File: src/hw/cesf_defines.vh
`ifndef CESF_DEFINES_VH
`define CESF_DEFINES_VH

// Register offsets
`define CESF_OFF_ERR_STATUS  8'h00
`define CESF_OFF_CONTROL     8'h04
`define CESF_OFF_INT_STATUS  8'h08
`define CESF_OFF_INT_MASK    8'h0c

// Error and status field positions
`define CESF_BIT_FORM        24
`define CESF_BIT_BIT         23
`define CESF_BIT_STUCK       22
`define CESF_BIT_CRC         21
`define CESF_BIT_STUFF       20
`define CESF_BIT_ACK         19
`define CESF_BIT_BUS_OFF     18
`define CESF_BIT_PASSIVE     17
`define CESF_BIT_WARNING     16
`define CESF_FLAG_LSB        16
`define CESF_FLAG_MSB        24
`define CESF_STUCK_IDX       6
`define CESF_BIT_SMA         5
`define CESF_BIT_CCE         4
`define CESF_BIT_PDA         3
`define CESF_BIT_RM          1
`define CESF_BIT_TM          0

// Control field positions
`define CESF_CTL_CCR         0
`define CESF_CTL_ABO         1
`define CESF_CTL_SRST        2
`define CESF_CTL_BOSTATE     3

// Reset values
`define CESF_RST_FLAGS       9'h040
`define CESF_RST_LOW_CCE     1'b1
`define CESF_RST_CCR         1'b1
`define CESF_RST_ABO         1'b0
`define CESF_RST_MASK        9'h000

// Fault confinement thresholds
`define CESF_TEC_BUS_OFF     9'h100
`define CESF_TEC_PASSIVE     9'h080
`define CESF_CNT_WARNING     9'h060

// Bus-off recovery counts
`define CESF_RECOV_BITS      11
`define CESF_RECOV_SEQS      128

`endif

File: src/hw/cesf_recovery.v
`timescale 1ns/100ps
`include "cesf_defines.vh"

module cesf_recovery #(
    parameter SEQ_BITS = `CESF_RECOV_BITS,
    parameter SEQ_NUM  = `CESF_RECOV_SEQS
) (
    input  wire clk,
    input  wire resetn,
    input  wire enable,
    input  wire bit_tick,
    input  wire bus_recessive,
    output reg  done
);

    reg [3:0] bit_cnt;
    reg [7:0] seq_cnt;

    // Counts runs of eleven recessive bits
    always @(posedge clk or negedge resetn) begin
        if (!resetn) begin
            bit_cnt <= 4'h0;
            seq_cnt <= 8'h00;
            done    <= 1'b0;
        end else begin
            done <= 1'b0;
            if (!enable) begin
                bit_cnt <= 4'h0;
                seq_cnt <= 8'h00;
            end else if (bit_tick) begin
                if (!bus_recessive) begin
                    bit_cnt <= 4'h0;
                end else if (bit_cnt == SEQ_BITS[3:0] - 4'h1) begin
                    bit_cnt <= 4'h0;
                    if (seq_cnt == SEQ_NUM[7:0] - 8'h01) begin
                        seq_cnt <= 8'h00;
                        done    <= 1'b1;
                    end else begin
                        seq_cnt <= seq_cnt + 8'h01;
                    end
                end else begin
                    bit_cnt <= bit_cnt + 4'h1;
                end
            end
        end
    end

endmodule

File: src/hw/cesf_error_status.v
// Added by the designer: the placing of the registers and the strobed register port.
`timescale 1ns/100ps
`include "cesf_defines.vh"

// Notes on behaviour
// - Once any flag other than bit 22 is set, no other flag except bit 22 can be set, so only the first error and any raised in the same cycle are kept.
// - Writing one to a set flag other than bit 22 clears it, after which the other flags update again.
// - Bit 24 is set when a fixed-format field is seen at an illegal level.
// - Bit 23 is set on a bit mismatch outside arbitration or a dominant sent but recessive read in arbitration.
// - Bit 22 is forced to one by hardware reset, software reset or bus-off entry and clears on a recessive bit while no other flag is set.
// - Bit 21 is set when a received checksum does not match.
// - Bits 31 to 25 ignore writes and read zero.
// - After reset flags read zero except bit 22, and of the low bits only bit 4 reads one.
// - Bit 20 is set on a bit-stuffing violation.
// - Bit 19 is set when a transmitted frame is not acknowledged.
// - Bit 18 flags bus-off at a transmit count of 256, the node is silent, and leaving clears the counters.
// - Bit 17 flags a transmit count of 128 and bit 16 flags either count at 96.
module cesf_error_status #(
    parameter RECOV_BITS = `CESF_RECOV_BITS,
    parameter RECOV_SEQS = `CESF_RECOV_SEQS
) (
    input  wire        clk,
    input  wire        resetn,
    input  wire [7:0]  addr,
    input  wire [31:0] wdata,
    input  wire        wr,
    input  wire        rd,
    output reg  [31:0] rdata,
    input  wire        form_error_event,
    input  wire        bit_error_event,
    input  wire        checksum_error_event,
    input  wire        stuffing_error_event,
    input  wire        no_ack_error_event,
    input  wire        bit_tick,
    input  wire        bus_recessive,
    input  wire [8:0]  transmit_error_counter,
    input  wire [7:0]  receive_error_counter,
    input  wire        config_change_status_in,
    input  wire        sma_status_in,
    input  wire        pda_status_in,
    input  wire        rm_status_in,
    input  wire        tm_status_in,
    output reg         bus_off_active,
    output reg         counters_clear,
    output reg         config_change_request,
    output reg         irq
);

    // Bus decode shared by read and write paths
    function hit;
        input [7:0] a;
        input [7:0] off;
        begin
            hit = (a == off);
        end
    endfunction

    // True when any clearable flag other than idx is set
    function others_set;
        input [8:0] f;
        input integer idx;
        reg   [8:0] m;
        begin
            m = f;
            m[idx] = 1'b0;
            m[`CESF_STUCK_IDX] = 1'b0;
            others_set = |m;
        end
    endfunction

    reg  [8:0]  flags;
    reg  [8:0]  next_flags;
    reg  [5:0]  low_status;
    reg         auto_bus_on;
    reg  [8:0]  int_status;
    reg  [8:0]  int_mask;
    reg         warn_prev;
    reg         passive_prev;
    reg         soft_reset;
    reg  [8:0]  next_int_status;
    reg  [31:0] next_rdata;

    wire        wr_es;
    wire        wr_ctl;
    wire        wr_mask;
    wire        rd_int;
    wire        warn_cond;
    wire        passive_cond;
    wire        bo_cond;
    wire        bo_entry;
    wire        recov_done;
    wire        ccr_cleared;
    wire        bo_exit;
    wire [8:0]  events;

    assign wr_es  = wr && hit(addr, `CESF_OFF_ERR_STATUS);
    assign wr_ctl = wr && hit(addr, `CESF_OFF_CONTROL);
    assign wr_mask = wr && hit(addr, `CESF_OFF_INT_MASK);
    assign rd_int = rd && hit(addr, `CESF_OFF_INT_STATUS);

    // Fault confinement thresholds
    assign warn_cond    = (transmit_error_counter >= `CESF_CNT_WARNING) ||
                          ({1'b0, receive_error_counter} >= `CESF_CNT_WARNING);
    assign passive_cond = (transmit_error_counter >= `CESF_TEC_PASSIVE);
    assign bo_cond      = (transmit_error_counter >= `CESF_TEC_BUS_OFF);
    assign bo_entry     = bo_cond && !bus_off_active;

    // Leaving bus-off: software drops the request, or auto recovery ends
    assign ccr_cleared = wr_ctl && bus_off_active && !wdata[`CESF_CTL_CCR];
    assign bo_exit     = bus_off_active && (ccr_cleared || (auto_bus_on && recov_done));

    // Event vector in flag order, bit 16 upward
    assign events[0] = warn_cond && !warn_prev;
    assign events[1] = passive_cond && !passive_prev;
    assign events[2] = bo_entry;
    assign events[3] = no_ack_error_event;
    assign events[4] = stuffing_error_event;
    assign events[5] = checksum_error_event;
    assign events[6] = 1'b0;
    assign events[7] = bit_error_event;
    assign events[8] = form_error_event;

    cesf_recovery #(
        .SEQ_BITS (RECOV_BITS),
        .SEQ_NUM  (RECOV_SEQS)
    ) u_recovery (
        .clk           (clk),
        .resetn        (resetn),
        .enable        (bus_off_active && auto_bus_on),
        .bit_tick      (bit_tick),
        .bus_recessive (bus_recessive),
        .done          (recov_done)
    );

    // Next value of each flag
    genvar gi;
    generate
        for (gi = 0; gi < 9; gi = gi + 1) begin : g_flag
            if (gi == `CESF_STUCK_IDX) begin : g_stuck
                always @* begin
                    next_flags[gi] = flags[gi];
                    if (soft_reset || bo_entry) begin
                        next_flags[gi] = 1'b1;
                    end else if (bit_tick && bus_recessive && !others_set(flags, gi)) begin
                        next_flags[gi] = 1'b0;
                    end
                end
            end else begin : g_clear
                always @* begin
                    next_flags[gi] = flags[gi];
                    if (soft_reset) begin
                        next_flags[gi] = 1'b0;
                    end else if (events[gi] && !others_set(flags, gi)) begin
                        next_flags[gi] = 1'b1;
                    end else if (wr_es && wdata[`CESF_FLAG_LSB + gi]) begin
                        next_flags[gi] = 1'b0;
                    end
                end
            end
        end
    endgenerate

    // Flags, threshold history
    always @(posedge clk or negedge resetn) begin
        if (!resetn) begin
            flags        <= `CESF_RST_FLAGS;
            warn_prev    <= 1'b0;
            passive_prev <= 1'b0;
        end else begin
            flags        <= next_flags;
            warn_prev    <= warn_cond;
            passive_prev <= passive_cond;
        end
    end

    // Read-only low status bits follow the engine
    always @(posedge clk or negedge resetn) begin
        if (!resetn) begin
            low_status <= 6'h00;
            low_status[`CESF_BIT_CCE] <= `CESF_RST_LOW_CCE;
        end else begin
            low_status[`CESF_BIT_SMA] <= sma_status_in;
            low_status[`CESF_BIT_CCE] <= config_change_status_in;
            low_status[`CESF_BIT_PDA] <= pda_status_in;
            low_status[2]             <= 1'b0;
            low_status[`CESF_BIT_RM]  <= rm_status_in;
            low_status[`CESF_BIT_TM]  <= tm_status_in;
        end
    end

    // Control register and software reset pulse
    always @(posedge clk or negedge resetn) begin
        if (!resetn) begin
            config_change_request <= `CESF_RST_CCR;
            auto_bus_on           <= `CESF_RST_ABO;
            soft_reset            <= 1'b0;
        end else begin
            soft_reset <= wr_ctl && wdata[`CESF_CTL_SRST];
            if (bo_entry) begin
                config_change_request <= 1'b1;
            end else if (wr_ctl) begin
                config_change_request <= wdata[`CESF_CTL_CCR];
            end
            if (wr_ctl) begin
                auto_bus_on <= wdata[`CESF_CTL_ABO];
            end
        end
    end

    // Bus-off state and counter clear
    always @(posedge clk or negedge resetn) begin
        if (!resetn) begin
            bus_off_active <= 1'b0;
            counters_clear <= 1'b0;
        end else begin
            counters_clear <= bo_exit;
            if (bo_entry) begin
                bus_off_active <= 1'b1;
            end else if (bo_exit) begin
                bus_off_active <= 1'b0;
            end
        end
    end

    // Sticky interrupt status, read clears, set wins
    always @* begin
        next_int_status = int_status;
        if (rd_int) begin
            next_int_status = 9'h000;
        end
        next_int_status = next_int_status | (next_flags & ~flags);
    end

    always @(posedge clk or negedge resetn) begin
        if (!resetn) begin
            int_status <= 9'h000;
            int_mask   <= `CESF_RST_MASK;
            irq        <= 1'b0;
        end else begin
            int_status <= next_int_status;
            irq        <= |(next_int_status & (wr_mask ? wdata[8:0] : int_mask));
            if (wr_mask) begin
                int_mask <= wdata[8:0];
            end
        end
    end

    // Read data, one cycle after the strobe
    always @* begin
        next_rdata = 32'h0000_0000;
        if (hit(addr, `CESF_OFF_ERR_STATUS)) begin
            next_rdata[`CESF_FLAG_MSB:`CESF_FLAG_LSB] = flags;
            next_rdata[5:0] = low_status;
        end else if (hit(addr, `CESF_OFF_CONTROL)) begin
            next_rdata[`CESF_CTL_CCR]     = config_change_request;
            next_rdata[`CESF_CTL_ABO]     = auto_bus_on;
            next_rdata[`CESF_CTL_BOSTATE] = bus_off_active;
        end else if (hit(addr, `CESF_OFF_INT_STATUS)) begin
            next_rdata[8:0] = int_status;
        end else if (hit(addr, `CESF_OFF_INT_MASK)) begin
            next_rdata[8:0] = int_mask;
        end
    end

    always @(posedge clk or negedge resetn) begin
        if (!resetn) begin
            rdata <= 32'h0000_0000;
        end else if (rd) begin
            rdata <= next_rdata;
        end else begin
            rdata <= 32'h0000_0000;
        end
    end

endmodule

File: config.mk
export PLATFORM = sky130hd
export DESIGN_NAME = cesf_error_status
export DESIGN_NICKNAME = d
export VERILOG_FILES = /design/src/hw/cesf_recovery.v /design/src/hw/cesf_error_status.v
export VERILOG_INCLUDE_DIRS = /design/src /design/src/hw
export SDC_FILE = /design/constraint.sdc
export NUM_CORES = 1
export LEC_CHECK = 0
export ABC_AREA = 1
export BUFFER_PORTS_ARGS = -buffer_cell sky130_fd_sc_hd__buf_2
export CAP_MARGIN = 20
export CORE_AREA = 2 2 108 110
export DETAILED_ROUTE_END_ITERATION = 7
export DIE_AREA = 0 0 110 112
export PLACE_DENSITY = 0.52
export SYNTH_ARGS = -nofsm -noshare
export SYNTH_HDL_FRONTEND = slang
export SYNTH_SLANG_ARGS = --single-unit
File: constraint.sdc
create_clock -name clk -period 1.9 [get_ports clk]
set_input_delay 0.095 -clock clk [delete_from_list [all_inputs] [get_ports clk]]
set_output_delay 0.095 -clock clk [all_outputs]
set_load 0.1 [all_outputs]
# --- Word-level counts from Yosys, hierarchy flattened ---
# Cells that the tools add are included.
word_totals:
  out_inout_bits: 36
  word_cells: 151
  ff_bits: 85
classes:
  addsub: 2
  n_bitwise: 4
  mux: 56
  n_eq_ne: 8
  reduce_logical: 61
  n_lt_le_gt_ge: 4
op_table:
  columns: ["operator", "n"]
  rows:
  - ["$reduce_or 7->1", 8]
  - ["$mux 9", 5]
  - ["$mux 8", 5]
  - ["$mux 1", 37]
  - ["$logic_and 1x1->1", 31]
  - ["$mux 25", 1]
  - ["$and 9x9->9", 2]
  - ["$eq 8x4->1 const B", 2]
  - ["$mux 4", 4]
  - ["$logic_not 1->1", 13]
  - ["$ge 9x7->1 const B", 1]
  - ["$ge 9x8->1 const B", 1]
  - ["$ge 9x9->1 const B", 1]
  - ["$not 9->9", 1]
  - ["$or 9x9->9", 1]
  - ["$reduce_or 9->1", 1]
  - ["$add 8x1->8 const B", 1]
  - ["$eq 8x3->1 const B", 1]
  - ["$eq 8x7->1 const B", 1]
  - ["$ge 8x7->1 const B", 1]
  - ["$logic_not 8->1", 1]
  - ["$reduce_or 8->1", 1]
  - ["$mux 6", 1]
  - ["$ne 2x2->1 const B", 3]
  - ["other kinds (8)", 11]

# --- Depth between registers and ports, before layout ---
logic_depth:
  depth_word: 10
  ltp_mapped: 13
  mapped_depth_nobuf: 12

# --- Cells and area by module ---
# From an unflattened synthesis, not the netlist that was laid out.
unflattened:
  hier_cells: 412
  hier_area_um2: 3395.8
by_module_without_submodules:
  columns: ["module", "area_per_inst_um2", "n_inst", "cells_each"]
  rows:
  - ["cesf_error_status", 2636.3, 1, 312]
  - ["cesf_recovery", 759.5, 1, 100]

# --- Worst setup path after synthesis ---
# Ideal clock, no wire load.
synth_path:
  kind: "in2reg"
  from: "input port addr[7]"
  to: "register irq"
  arrival_time_ns: 1.243
  required_ns: 1.781
  n_path_buf: 1
  setup_time_ns: 0.119
  cell_stages: 13
  slack_ns: 0.538
  path_cell_list: "nor2_1 nand2_1 inv_2 nand2_2 nor3_4 nand2_2 buf_6 nand2_1 o21ai_2 nand2_1 nand3_1 nor2_1 nand2_1"
synth_between:
  elab_chain_cells: 10
  word_cells_on_any_way: 44
  classes_between: "eq/ne: 2; mux: 26; bitwise: 3; reduce/logical: 13"
synth_rtl:
  columns: ["item", "line", "text"]
  rows:
  - ["start, declared", "cesf_error_status.v:24", "input wire [7:0] addr,"]
  - ["$logic_not 8->1", "cesf_error_status.v:54", "hit = (a == off);"]
  - ["$logic_and 1x1->1", "cesf_error_status.v:96", "assign wr_es = wr && hit(addr, `CESF_OFF_ERR_STATUS);"]
  - ["$logic_and 1x1->1", "cesf_error_status.v:155", "end else if (wr_es && wdata[`CESF_FLAG_LSB + gi]) begin"]
  - ["$mux 1", "cesf_error_status.v:155", null]
  - ["$mux 1", "cesf_error_status.v:153", "end else if (events[gi] && !others_set(flags, gi)) begin"]
  - ["$mux 1", "cesf_error_status.v:151", "if (soft_reset) begin"]
  - ["$and 9x9->9", "cesf_error_status.v:231", "next_int_status = next_int_status | (next_flags & ~flags);"]
  - ["$or 9x9->9", "cesf_error_status.v:231", null]
  - ["$and 9x9->9 (*)", "cesf_error_status.v:241", "irq <= |(next_int_status & (wr_mask ? wdata[8:0] : int_mask));"]
  - ["$reduce_or 9->1 (*)", "cesf_error_status.v:241", null]
  - ["end signal, assigned", "cesf_error_status.v:241", null]
  - ["end, declared", "cesf_error_status.v:46", "output reg irq"]
# Every way passes the cells marked *; elsewhere a longest branch is shown, timed or not.
# A chain may end at the register's enable or synchronous reset.

==> run_results.csv <==
group,metric,value,unit
sta,final-max-slew-violation-count,0,
place,place_congestion,0.826,
global_routing,grt_pass1_vias,2918,
die,rows,39,
clock_tree,cts-htree-levels,3,
logic_synthesis,netlist_instances,394,
cells_and_area,drive_above_1_share,0.227,
run_status,status,"complete, no violations",
cells_and_area,instances_no_fill,631,
sta,setup_viol,0,
power,power,3.94,mW
logic_synthesis,syn_area,3290,µm²
cells_and_area,final_common_cell,"nand2_1",
power,peakVddDrop,0.345,mV
power,power_density,945,nW/µm²
detailed_routing,first_pass_iters,4,
job,drv_cap,0,
global_routing,antenna_found_initial,0,
logic_synthesis,yosysSeqAreaShare,0.541,
detailed_routing,via_count,2818,
cells_and_area,diodes,0,
sta,rsz0062_at_grt,"false",
hold_path,min_path_type,"input pin to register",
sta,hold_ws,0.0168,ns
global_routing,grt.total_usage,0.146,
place,io_buffer_count,69,
detailed_routing,wl,8.29,mm
sta,finalHoldViolCount,0,
setup_path,endpoint_kind,"register",
cells_and_area,mostFrequentLayoutCells,"nand2_1, buf_2, dfrtp_1, nand3_1, inv_1",
detailed_routing,drc,0,
clock_tree,clk_path_buf_depth,2,
die,die_x,110,µm
clock_tree,cts_made_buffers,9,
die,die_area,12300,µm²
setup_path,crit_fanout,7,
global_routing,grt_pass1_wl,13.7,mm
setup_path,worstPathArrival,1.90,ns
clock_tree,cts_tree,"done",
clock_tree,cts-resized-gates,0,
global_routing,overflow,0,
clock_tree,cts-root-buf,"clkbuf_16",
die,coreArea,11200,µm²
clock_tree,cts.clk_slew.worst_paths,0.05,ns
logic_synthesis,synth.avg_cell_area,8.36,µm²
die,start_util,0.295,
die,io_pins,109,
setup_path,path_class,"register to register",
place,hpwl,6.18,mm
logic_synthesis,synth_warnings,0,
detailed_routing,wl_per_cell,13.1,µm
clock_tree,postCtsSetupRepairBufs,0,
setup_path,critPathLaunchType,"register",
detailed_routing,first_iter_violations,84,
global_routing,grt_max_degree,37,
clock_tree,cts_sinks,71,
place,dp.cells,608,
sta,period_needed,1.64,ns
setup_path,required,2.15,ns
cells_and_area,stdcell_area,4170,µm²
logic_synthesis,synth_seq_cells,71,
clock_tree,clock_latency,0.33,ns
detailed_routing,ant_nets,0,
die,fp.dieH,112,µm
cells_and_area,n_fill_cell,1166,
cells_and_area,nets,559,
setup_path,r2r_slack,0.26,ns
sta,fmax,0.609,GHz
detailed_routing,avgViaCountPerCell,4.47,
sta,fin_crit_sh,0.864,
place,postPlaceCellArea,3810,µm²
sta,finalSetupTns,0,ns
logic_synthesis,ys_types,32,
sta,fin_skew,0.00749,ns
cells_and_area,synthToLayoutAreaGrowth,26.8,%
power,p_leak,2.15,nW
through the flow:
| step | utilization | setup WS, ns |
|---|---|---|
| 5_1_grt | 0.373 | 0.000606 |
| 6_report | 0.373 | 0.258 |
| 4_1_cts | 0.373 | 0.242 |
| 3_3_place_gp | 0.341 | 0.263 |
| 3_5_place_dp | 0.341 | 0.220 |
| 2_1_floorplan | - | 0.294 |
layer usage:
layer  track usage  vias to the layer above  wire length, µm
met2         0.236                       71             4160
met5             0                        -                0
li1              -                     1413                -
met1         0.183                     1320             3540
met3        0.0328                       14              414
met4        0.0692                        0              175
cells in the mapped netlist:
| cell | count | share of area |
|---|---|---|
| o41ai_1 | 1 | 0.0027 |
| o21a_1 | 1 | 0.0023 |
| a21oi_1 | 19 | 0.029 |
| dfstp_2 | 3 | 0.024 |
| nor2_2 | 2 | 0.0038 |
| ha_1 | 3 | 0.011 |
| nand2_2 | 2 | 0.0038 |
| nand2_1 | 104 | 0.12 |
| buf_6 | 1 | 0.0034 |
| inv_2 | 6 | 0.0068 |
| a211oi_1 | 1 | 0.0023 |
| o22ai_1 | 4 | 0.0076 |
| nand4_1 | 7 | 0.013 |
| dfrtp_1 | 68 | 0.52 |
| o21ai_1 | 8 | 0.012 |
| inv_1 | 41 | 0.047 |
| o21ai_2 | 2 | 0.0053 |
| or2_1 | 1 | 0.0019 |
| a31oi_1 | 2 | 0.0038 |
| o21ai_0 | 5 | 0.0076 |
| mux2i_1 | 1 | 0.0030 |
| conb_1 | 1 | 0.0011 |
| nor2_1 | 36 | 0.041 |
| clkbuf_1 | 3 | 0.0034 |
| nor3_1 | 9 | 0.014 |
| nand3_1 | 42 | 0.064 |
| buf_4 | 15 | 0.034 |
| buf_2 | 1 | 0.0015 |
| nor3_4 | 1 | 0.0049 |
| xnor2_1 | 1 | 0.0027 |
| or2_2 | 1 | 0.0019 |
| xor2_1 | 2 | 0.0053 |
sequential cells by signal (all words and copies together) (netlist names), 4 cells and up:
name,count
flags,9
low_status,5
u_recovery.seq_cnt,8
int_mask,9
int_status,9
u_recovery.bit_cnt,4
rdata,18
logic make-up (layout without fill, tap and decap cells):
kind of cell,Yosys count,after routing,share of synthesized area
buf+inv,67,148,0.0962
fa+ha+maj,3,3,0.0114
mux,1,1,0.00304
compound gates,43,43,0.0726
flops,71,71,0.541
xor+xnor,3,3,0.00798
other cells,1,14,0.00114
simple gates,205,205,0.267
final cells by class:
class	instances	area [µm²]	share of cell area
Timing Repair Buffer	85	495	0.119
Clock buffer	14	284	0.0681
Inverter	47	176	0.0423
Clock inverter	2	12.5	0.00300
Tap cell	143	179	0.0429
Multi-Input combinational cell	269	1240	0.298
Sequential cell	71	1780	0.427
final timing paths:
kind / from / endpoint / cells past startpoint
setup / recovery: u_recovery.bit_cnt[0] / u_recovery.seq_cnt[7] / 9
hold / removal: transmit_error_counter[8] / passive_prev / 3
setup reg to reg: u_recovery.bit_cnt[0] / u_recovery.seq_cnt[7] / 9
hold reg to reg: flags[6] / flags[6] / 2
max in group asynchronous: resetn / flags[6] / 3
min in group asynchronous: resetn / u_recovery.seq_cnt[3] / 2
critical path, stage by stage (launching register included):
cell	delay, ns
dfrtp_1	0.42
inv_1	0.07
ha_1	0.15
nand3_1	0.09
nor2_1	0.14
nor2_1	0.12
inv_2	0.13
nand3_1	0.09
or2_1	0.21
a21oi_1	0.14
report_power, final:
part,internal (mW),leakage (nW),switching [mW]
clock network,1.02,0.145,0.616
registers,1.61,0.895,0.0722
logic,0.153,1.11,0.467
total,2.79,2.15,1.16
what timing repair did:
item	CTS	global route
endpoints found under the hold margin	24	0
hold buffers	7	0
setup endpoints to repair	0	0
Power figures use the tool's default switching activity.
